## src/verilog/fbl_pkg.sv

```systemverilog
// shared constants and types of the flash boot loader
// assumes a 200 MHz system clock and a plain serial flash on quad pins
package fbl_pkg;

  // timing
  localparam int CLK_MHZ = 200;
  localparam int RING_OSC_KHZ = 6500;
  localparam int ATTEMPT_TIME_US = 4000;
  localparam int ATTEMPT_CYC = ATTEMPT_TIME_US * CLK_MHZ;
  localparam int ATTEMPT_COUNT = 128;
  localparam logic [3:0] SCK_HALF_BASE = 4'h2;

  // xip exit sequence
  localparam logic [11:0] EXIT_LONG_CLKS = 12'h020;
  localparam logic [11:0] EXIT_SHORT_CLKS = 12'h010;
  localparam logic [1:0] PULL_NONE = 2'h0;
  localparam logic [1:0] PULL_UP = 2'h1;
  localparam logic [1:0] PULL_DOWN = 2'h2;
  localparam logic [3:0] IO_OE_MOSI = 4'h1;

  // serial read of the second stage
  localparam logic [7:0] READ_CMD = 8'h03;
  localparam logic [23:0] READ_ADDR = 24'h000000;
  localparam logic [11:0] CMD_BITS = 12'h020;
  localparam logic [11:0] LAST_BIT = 12'h81F;
  localparam logic [7:0] PAYLOAD_BYTES = 8'hFC;

  // checksum
  localparam logic [31:0] CRC_POLY = 32'h04C11DB7;
  localparam logic [31:0] CRC_INIT = 32'hFFFFFFFF;
  localparam logic [31:0] CRC_XOROUT = 32'h00000000;

  // warm boot
  localparam logic [31:0] WD_MAGIC = 32'hB007C0D3;

  // second core launch words
  localparam logic [31:0] LAUNCH_ZERO = 32'h00000000;
  localparam logic [31:0] LAUNCH_ONE = 32'h00000001;

  typedef enum logic [4:0] {
    ST_HOLD, ST_OSC, ST_RELEASE, ST_RESCUE, ST_WDOG, ST_BUTTON,
    ST_PADCFG, ST_EXIT1, ST_EXIT2, ST_GAP1, ST_EXIT3, ST_GAP2,
    ST_XFER, ST_CHECK, ST_RETRY, ST_EXEC, ST_USB, ST_HALT, ST_DONE
  } fbl_state_t;

  typedef struct packed {
    logic [31:0] sp;
    logic [31:0] pc;
  } fbl_jump_t;

  typedef struct packed {
    logic run_s1, run_s2, csn_s1, csn_s2, io1_s1, io1_s2;
    logic resc_s1, resc_s2, osc_s1, osc_s2;
    fbl_state_t st;
    logic [3:0] div;
    logic sclk;
    logic [11:0] edge_cnt;
    logic [31:0] shift;
    logic [7:0] byte_sh;
    logic [31:0] crc;
    logic [31:0] chk;
    logic [6:0] attempt;
    logic [19:0] timer;
    logic released, pad_cfg, usb, halt, exec, xip_ok, wd_jump;
    logic scr4_clr, resc_clr;
    fbl_jump_t jump;
    logic sram_we;
    logic [7:0] sram_addr;
    logic [7:0] sram_data;
    logic c1_sleep, c1_run, echo_v;
    logic [2:0] c1_seq;
    logic [31:0] echo_d;
    logic [31:0] c1_vector_table_offset;
    fbl_jump_t c1_jump;
  } fbl_regs_t;

  localparam fbl_regs_t FBL_RESET_STATE = '0;

endpackage

```

## src/verilog/fbl_boot_loader.sv

```systemverilog
// boot sequencer: power-on release, rescue, warm boot, flash load, launch
// assumes flash pins pass through pads outside; sram and fifo are same clock
//
// Functional notes
// - chip-enable pin low holds everything in reset, no boot activity.
// - start ring oscillator first; clocks run slowly near 6.5MHz.
// - once clocks run, release subsystems from reset; both cores start.
// - second core sleeps waiting for event until woken via mailbox.
// - rescue power-up: clear rescue flag and halt immediately.
// - warm boot: scratch4 equals magic, scratch5 equals entry xor magic.
// - mismatch skips warm boot; match clears scratch4 then jumps.
// - flash select pin tied low skips flash boot, go USB boot.
// - set pad muxing and single-bit SPI mode before the exit sequence.
// - exit: select high pulled 0000 32 clocks, select low pulled 1111.
// - then deselect, reselect, drive data-out high 16 clocks, others hi-Z.
// - read 256 bytes with command 03h into the boot sram bank.
// - last four bytes: little-endian CRC32 of first 252 bytes.
// - CRC poly 04C11DB7, unreflected, init all ones, no final xor.
// - up to 128 attempts of about 4ms varying SPI, then USB.
// - on CRC pass start executing the payload at once.
// - no execute-in-place window access before second stage configures it.
// - launch words 0,0,1,vector_table_offset,sp,entry echoed; mismatch restarts sequence.
// - launch handshake accepted from subsystem release until the second core runs, even asleep.
`timescale 1ns/1ps
module fbl_boot_loader
  import fbl_pkg::*;
#(
  parameter int ATTEMPT_CYCLES = fbl_pkg::ATTEMPT_CYC,
  parameter int ATTEMPTS = fbl_pkg::ATTEMPT_COUNT
)(
  // clock, reset, enable
  input wire logic core_clk_in,
  input wire logic sys_rst_in,
  input wire logic clk_en_in,
  // power-on and reset sequencing
  input wire logic run_pin_in,
  input wire logic osc_stable_in,
  output logic osc_start_out,
  output logic subsys_release_out,
  // boot source selection
  input wire logic rescue_flag_in,
  output logic rescue_clear_out,
  output logic halt_out,
  input wire logic [31:0] scratch4_in,
  input wire logic [31:0] scratch5_in,
  input wire logic [31:0] scratch6_in,
  input wire logic [31:0] scratch7_in,
  output logic scratch4_clear_out,
  output logic wd_jump_out,
  output fbl_pkg::fbl_jump_t wd_target_out,
  output logic usb_boot_out,
  // serial flash pins
  output logic pad_cfg_out,
  output logic spi_std_mode_out,
  output logic flash_sclk_out,
  output logic flash_select_n_out,
  input wire logic flash_select_n_in,
  output logic [3:0] flash_io_lines_out,
  output logic [3:0] flash_io_lines_oe_out,
  input wire logic [3:0] flash_io_lines_in,
  output logic [1:0] flash_io_pull_out,
  // boot sram bank write port
  output logic sram_we_out,
  output logic [7:0] sram_addr_out,
  output logic [7:0] sram_data_out,
  // second stage hand-off
  output logic exec_sram_out,
  input wire logic stage2_cfg_done_in,
  output logic xip_enable_out,
  // second core mailbox
  input wire logic fifo_in_valid_in,
  input wire logic [31:0] fifo_in_data_in,
  output logic fifo_in_ready_out,
  output logic fifo_out_valid_out,
  output logic [31:0] fifo_out_data_out,
  input wire logic fifo_out_ready_in,
  input wire logic wake_event_in,
  output logic deep_sleep_select_out,
  output logic core1_run_out,
  output logic [31:0] core1_vector_table_offset_out,
  output fbl_pkg::fbl_jump_t core1_target_out
);
  import fbl_pkg::*;

  localparam logic [19:0] ATT_LOAD = 20'(ATTEMPT_CYCLES - 1);
  localparam logic [6:0] ATT_LAST = 7'(ATTEMPTS - 1);

  fbl_regs_t q, d;
  logic timed, sck_run, tick, rise, fall;
  logic [3:0] half;

  // msb first, unreflected; final xor folded in at compare
  function automatic logic [31:0] crc_byte(input logic [31:0] c,
                                           input logic [7:0] b);
    logic [31:0] r;
    r = c;
    for (int i = 7; i >= 0; i--)
    begin
      if (r[31] ^ b[i])
        r = {r[30:0], 1'b0} ^ CRC_POLY;
      else
        r = {r[30:0], 1'b0};
    end
    return r;
  endfunction

  function automatic logic in_exit(input fbl_state_t s);
    return (s == ST_EXIT1) || (s == ST_EXIT2) || (s == ST_EXIT3);
  endfunction

  always_comb
  begin
    d = q;
    d.run_s1 = run_pin_in;
    d.run_s2 = q.run_s1;
    d.csn_s1 = flash_select_n_in;
    d.csn_s2 = q.csn_s1;
    d.io1_s1 = flash_io_lines_in[1];
    d.io1_s2 = q.io1_s1;
    d.resc_s1 = rescue_flag_in;
    d.resc_s2 = q.resc_s1;
    d.osc_s1 = osc_stable_in;
    d.osc_s2 = q.osc_s1;
    d.scr4_clr = 1'b0;
    d.resc_clr = 1'b0;
    d.sram_we = 1'b0;

    // clock divider; the half period steps with the low two bits of the attempt number
    sck_run = in_exit(q.st) || (q.st == ST_XFER);
    timed = sck_run || (q.st == ST_GAP1) || (q.st == ST_GAP2);
    half = SCK_HALF_BASE + {2'h0, q.attempt[1:0]};
    tick = timed && (q.div == 4'h0);
    rise = sck_run && tick && !q.sclk;
    fall = sck_run && tick && q.sclk;
    d.div = !timed ? 4'h0 : (tick ? half : q.div - 4'h1);
    d.sclk = sck_run ? (q.sclk ^ tick) : 1'b0;
    if (q.timer != 20'h0)
      d.timer = q.timer - 20'h1;

    unique case (q.st)
      ST_HOLD:
        d.st = ST_OSC;
      ST_OSC:
        if (q.osc_s2)
          d.st = ST_RELEASE;
      ST_RELEASE:
      begin
        d.released = 1'b1;
        d.c1_sleep = 1'b1;
        d.st = ST_RESCUE;
      end
      ST_RESCUE:
        if (q.resc_s2)
        begin
          d.resc_clr = 1'b1;
          d.halt = 1'b1;
          d.st = ST_HALT;
        end
        else
          d.st = ST_WDOG;
      ST_WDOG:
        if (scratch4_in == WD_MAGIC &&
            scratch5_in == (scratch7_in ^ WD_MAGIC))
        begin
          d.scr4_clr = 1'b1;
          d.wd_jump = 1'b1;
          d.jump.sp = scratch6_in;
          d.jump.pc = scratch7_in;
          d.st = ST_DONE;
        end
        else
          d.st = ST_BUTTON;
      ST_BUTTON:
        if (!q.csn_s2)
        begin
          d.usb = 1'b1;
          d.st = ST_USB;
        end
        else
          d.st = ST_PADCFG;
      ST_PADCFG:
      begin
        d.pad_cfg = 1'b1;
        d.timer = ATT_LOAD;
        d.edge_cnt = 12'h0;
        d.st = ST_EXIT1;
      end
      ST_EXIT1, ST_EXIT2, ST_EXIT3:
        if (fall)
        begin
          d.edge_cnt = q.edge_cnt + 12'h1;
          if (q.st != ST_EXIT3 &&
              q.edge_cnt == EXIT_LONG_CLKS - 12'h1)
          begin
            d.edge_cnt = 12'h0;
            d.st = (q.st == ST_EXIT1) ? ST_EXIT2 : ST_GAP1;
          end
          if (q.st == ST_EXIT3 &&
              q.edge_cnt == EXIT_SHORT_CLKS - 12'h1)
            d.st = ST_GAP2;
        end
      ST_GAP1:
        if (tick)
          d.st = ST_EXIT3;
      ST_GAP2:
        if (tick)
        begin
          d.st = ST_XFER;
          d.edge_cnt = 12'h0;
          d.shift = {READ_CMD, READ_ADDR};
          d.crc = CRC_INIT;
        end
      ST_XFER:
      begin
        if (fall)
          d.shift = {q.shift[30:0], 1'b0};
        if (rise)
        begin
          d.edge_cnt = q.edge_cnt + 12'h1;
          if (q.edge_cnt >= CMD_BITS)
          begin
            d.byte_sh = {q.byte_sh[6:0], q.io1_s2};
            if (q.edge_cnt[2:0] == 3'h7)
            begin
              d.sram_we = 1'b1;
              d.sram_addr = 8'((q.edge_cnt - CMD_BITS) >> 3);
              d.sram_data = d.byte_sh;
              if (d.sram_addr < PAYLOAD_BYTES)
                d.crc = crc_byte(q.crc, d.byte_sh);
              else
                d.chk = {d.byte_sh, q.chk[31:8]};
            end
          end
          if (q.edge_cnt == LAST_BIT)
            d.st = ST_CHECK;
        end
      end
      ST_CHECK:
        if ((q.crc ^ CRC_XOROUT) == q.chk)
        begin
          d.exec = 1'b1;
          d.st = ST_EXEC;
        end
        else
          d.st = ST_RETRY;
      ST_RETRY:
        if (q.timer == 20'h0)
        begin
          if (q.attempt == ATT_LAST)
          begin
            d.usb = 1'b1;
            d.st = ST_USB;
          end
          else
          begin
            d.attempt = q.attempt + 7'h1;
            d.timer = ATT_LOAD;
            d.edge_cnt = 12'h0;
            d.st = ST_EXIT1;
          end
        end
      ST_EXEC:
        if (stage2_cfg_done_in)
          d.xip_ok = 1'b1;
      ST_USB, ST_HALT, ST_DONE:
        d.st = q.st;
    endcase

    // second core mailbox; words are taken whether it sleeps or not
    if (q.echo_v && fifo_out_ready_in)
    begin
      d.echo_v = 1'b0;
      d.c1_sleep = !q.c1_run;
    end
    if (q.released && wake_event_in)
      d.c1_sleep = 1'b0;
    if (fifo_in_valid_in && fifo_in_ready_out)
    begin
      d.c1_sleep = 1'b0;
      d.echo_v = 1'b1;
      d.echo_d = fifo_in_data_in;
      d.c1_seq = 3'h0;
      unique case (q.c1_seq)
        3'h0, 3'h1:
          if (fifo_in_data_in == LAUNCH_ZERO)
            d.c1_seq = q.c1_seq + 3'h1;
        3'h2:
          if (fifo_in_data_in == LAUNCH_ONE)
            d.c1_seq = 3'h3;
        3'h3:
        begin
          d.c1_vector_table_offset = fifo_in_data_in;
          d.c1_seq = 3'h4;
        end
        3'h4:
        begin
          d.c1_jump.sp = fifo_in_data_in;
          d.c1_seq = 3'h5;
        end
        default:
        begin
          d.c1_jump.pc = fifo_in_data_in;
          d.c1_run = 1'b1;
        end
      endcase
    end

    // run pin low: everything but the run pin synchroniser back to reset
    if (!q.run_s2)
    begin
      d = FBL_RESET_STATE;
      d.run_s1 = run_pin_in;
      d.run_s2 = q.run_s1;
    end
  end

  always_ff @(posedge core_clk_in)
  begin
    if (sys_rst_in)
      q <= FBL_RESET_STATE;
    else if (clk_en_in)
      q <= d;
  end

  // outputs
  assign osc_start_out = q.run_s2 && (q.st != ST_HOLD);
  assign subsys_release_out = q.released;
  assign rescue_clear_out = q.resc_clr;
  assign halt_out = q.halt;
  assign scratch4_clear_out = q.scr4_clr;
  assign wd_jump_out = q.wd_jump;
  assign wd_target_out = q.jump;
  assign usb_boot_out = q.usb;
  assign pad_cfg_out = q.pad_cfg;
  assign spi_std_mode_out = q.pad_cfg;
  assign flash_sclk_out = q.sclk;
  assign flash_select_n_out = !((q.st == ST_EXIT2) || (q.st == ST_EXIT3) ||
                                (q.st == ST_XFER));
  assign flash_io_lines_oe_out = ((q.st == ST_EXIT3) || (q.st == ST_XFER)) ?
                                 IO_OE_MOSI : 4'h0;
  assign flash_io_lines_out = {3'h0, (q.st == ST_EXIT3) | q.shift[31]};
  assign flash_io_pull_out = (q.st == ST_EXIT1) ? PULL_DOWN :
                             (q.st == ST_EXIT2) ? PULL_UP : PULL_NONE;
  assign sram_we_out = q.sram_we;
  assign sram_addr_out = q.sram_addr;
  assign sram_data_out = q.sram_data;
  assign exec_sram_out = q.exec;
  assign xip_enable_out = q.xip_ok;
  assign fifo_in_ready_out = q.released && !q.echo_v && !q.c1_run;
  assign fifo_out_valid_out = q.echo_v;
  assign fifo_out_data_out = q.echo_d;
  assign deep_sleep_select_out = q.c1_sleep;
  assign core1_run_out = q.c1_run;
  assign core1_vector_table_offset_out = q.c1_vector_table_offset;
  assign core1_target_out = q.c1_jump;
endmodule

```

## config.mk

```make
export PLATFORM = sky130hd
export DESIGN_NAME = fbl_boot_loader
export DESIGN_NICKNAME = d
export VERILOG_FILES = /design/src/verilog/fbl_pkg.sv /design/src/verilog/fbl_boot_loader.sv
export SDC_FILE = /design/constraint.sdc
export NUM_CORES = 1
export LEC_CHECK = 0
export ABC_CLOCK_PERIOD_IN_PS = 3200
export BUFFER_PORTS_ARGS = -buffer_cell sky130_fd_sc_hd__buf_4
export CORE_UTILIZATION = 25
export DETAILED_ROUTE_END_ITERATION = 6
export MAX_ROUTING_LAYER = met4
export PLACE_DENSITY = 0.44
export SKIP_LAST_GASP = 1
export SYNTH_ARGS = -nofsm -noshare
export SYNTH_HDL_FRONTEND = slang
export SYNTH_SLANG_ARGS = --single-unit
```

## constraint.sdc

```tcl
create_clock -name core_clk_in -period 3.2 [get_ports core_clk_in]
set_clock_uncertainty 0.1 [all_clocks]
set_input_delay 0.64 -clock core_clk_in [delete_from_list [all_inputs] [get_ports core_clk_in]]
set_output_delay 0.64 -clock core_clk_in [all_outputs]
set_load 0.02 [all_outputs]
```

==> impl_metrics.yaml <==
yosys:
  ys.flop_type: "dfxtp_1"
  synthArstFlopShare: 0
  synth_top_area_cell: "dfxtp_1"
  synthMuxAreaShare: 0.00453
  synth_top_area_frac: 0.397
  yosys-top-cells-count: "362 x dfxtp_1, 220 x nand2_1, 217 x buf_4, 202 x a21oi_1, 134 x clkbuf_1"
  seq_area_frac_synth: 0.397
  synth_xor_xnor_area_share: 0.0695
  yosysMostFrequentCell: "dfxtp_1"
  synth_fa_ha_area_frac: 0.00892
  synth_warnings: 0
  synth-simple-area-share: 0.187
  synth_top_family_by_area: "compound AO/OA/AOI/OAI gates"
  syn-cell-area_um2: 18200
  avgSynthCellArea_um2: 8.43
  ys_types: 87
  synth_cells: 2163
  synth_compound_area_frac: 0.205
  synth_edf_count: 0
  ys_ff_latch: 362
  synth_area_leaders: "dfxtp_1 40%, buf_4 8.9%, a21oi_1 5.5%, nand2_1 4.5%, a22o_1 4.3%"
finish:
  syn_to_final_growth_pct: 23.1
  instances_no_fill: 3303
  seq_area_um2: 7250
  layout-drive-gt1-share: 0.247
  multi_input_area_um2: 8750
  fillCellCount: 7735
  final_nets: 2509
detailed_routing:
  ant_nets: 0
  wl_um: 62300
  drc: 0
  wl_per_cell_um: 18.9
  drtIter0Drc: 1180
  drt-vias-per-instance: 4.92
  vias: 16300
  drt-pass1-iter-count: 6
timing:
  grt_setup_unrepaired: "false"
  setup_violations: 0
  hold_violations: 0
  fin_setup_tns_ns: 0
  fin_crit_ns: 3.06
  period_share: 0.957
  worstMarginPinSlew_ns: 0.984
  fmax_mhz: 327
  slew_headroom: 0.341
  slew_violations: 0
global_routing:
  grt_overflow_total: 0
  grt_max_degree: 122
  grt_pass1_wl_um: 95500
  grt_pass1_vias: 15700
  gr-usage-all-layers: 0.168
  grt_antenna_before_repair: 2
job:
  maxCapViolCount: 0
power_and_ir_drop:
  ir_worst_vdd_v: 0.000374
  power.leakage_nw: 8.68
  p_per_area_nw_per_um2: 549
  total_power_w: 0.0123
cts:
  cts_sinks: 362
  cts_tree: "done"
  cts_setup_buffers: 0
  clk-insertion-delay-late_ns: 0.58
  cts_buffers: 45
  hold_buffers: 0
  clockBufferDepth: 3
  clkSlewWorstSetupHoldPaths_ns: 0.06
  htreeDepth: 2
  clockRootBuffer: "clkbuf_16"
  cts.repair.resized: 0
die:
  initial_utilization: 0.254
  rows: 98
  die_area_um2: 74000
  die_y_um: 272
  die_x_um: 272
  ios: 411
  core-area_um2: 71900
setup_path:
  cpMaxStageDelayCell: "or3b_1"
  worst-path-buf-inv: 2
  cpPeakStageDelay_ns: 0.55
  cp_max_fo: 15
  cpMostUsedCell: "buf_4"
  cp_top_family: "simple AND/OR/NAND/NOR gates"
  path_cells: "buf_4 -> or3b_1 -> or2_2 -> nand2_1 -> buf_4"
  cp.arrival_ns: 2.32
  path_class: "reg -> out"
  worstPathRequired_ns: 2.46
  end_kind: "primary output"
  start_kind: "flop"
place:
  port_buffers: 401
  dp_cells: 3224
  place_congestion: 0.836
  dpl.hpwl_um: 44200
status:
  outcome: "completed"
worst_hold_path:
  holdCritPathClass: "in -> reg"
==> final cells by class <==
cell class                      instances  share of cell area
Tap cell                              950              0.0530
Sequential cell                       362               0.323
Inverter                               22             0.00374
Antenna cell                            1            0.000112
Multi-Input combinational cell       1408               0.390
Clock buffer                           67              0.0565
Timing Repair Buffer                  482               0.169
Clock inverter                         11             0.00496
==> power breakdown <==
group | switching [W] | total (W) | internal (W) | leakage (nW)
combinational | 0.00169 | 0.00274 | 0.00105 | 5.09
sequential | 0.000104 | 0.00470 | 0.00460 | 2.92
clock | 0.00207 | 0.00489 | 0.00282 | 0.670
==> through the flow <==
stage	cell area, um^2	hold slack, ns	worst slack [ns]	util
2_1_floorplan	18300	0.337	0.481	-
3_3_place_gp	21100	0.345	0.282	0.293
3_5_place_dp	21100	0.347	0.220	0.293
4_1_cts	22400	0.111	0.0864	0.312
5_1_grt	22400	0.130	0.0284	0.312
6_report	22400	0.164	0.139	0.312
==> registers in the layout, summed over array words and instances, names as in the netlist, 8 cells and up <==
| signal | cells |
|---|---|
| wd_target_out | 64 |
| core1_vector_table_offset_out | 32 |
| sram_addr_out | 8 |
| core1_target_out | 64 |
| q | 140 |
| fifo_out_data_out | 32 |
| sram_data_out | 8 |
==> layout by cell type, fill, tap and decap left out, types with 52 or more instances in the layout <==
cell     instances
a21oi_1        199
nand2_1        220
dfxtp_1        361
o21ai_0         56
a22o_1          90
xnor2_1         71
o31ai_1         52
xor2_1          64
nand3_1        121
nor2_1         113
buf_4          468
==> per-layer routing <==
layer / vias up / part of all wire / GRT usage
li1: 7850 / - / -
met1: 7896 / 0.45 / 0.213
met2: 428 / 0.48 / 0.275
met3: 79 / 0.049 / 0.0275
met4: 0 / 0.023 / 0.0444
met5: - / 0 / -
==> path summary, 6_finish.rpt <==
kind                                                       start                                to  slack, ns  depth (start not counted)
worst max-delay path                                      q[372]          flash_io_lines_oe_out[0]       0.14                          5
worst min-delay path                              scratch6_in[1]                 wd_target_out[33]       0.16                          2
worst max register to register                            q[373]                            q[295]       0.32                          6
worst min register to register  core1_vector_table_offset_out[5]  core1_vector_table_offset_out[5]       0.35                          2
==> logic make-up after synthesis <==
logic type	count (synthesis)
and+or+nand+nor	685
AOI/OAI and AO/OA	557
buffers and inverters	398
DFF	362
xor gates and xnor gates	139
adders and majority gates	13
muxes	8
other	1
Note: power is estimated with default switching activity, not from simulation.
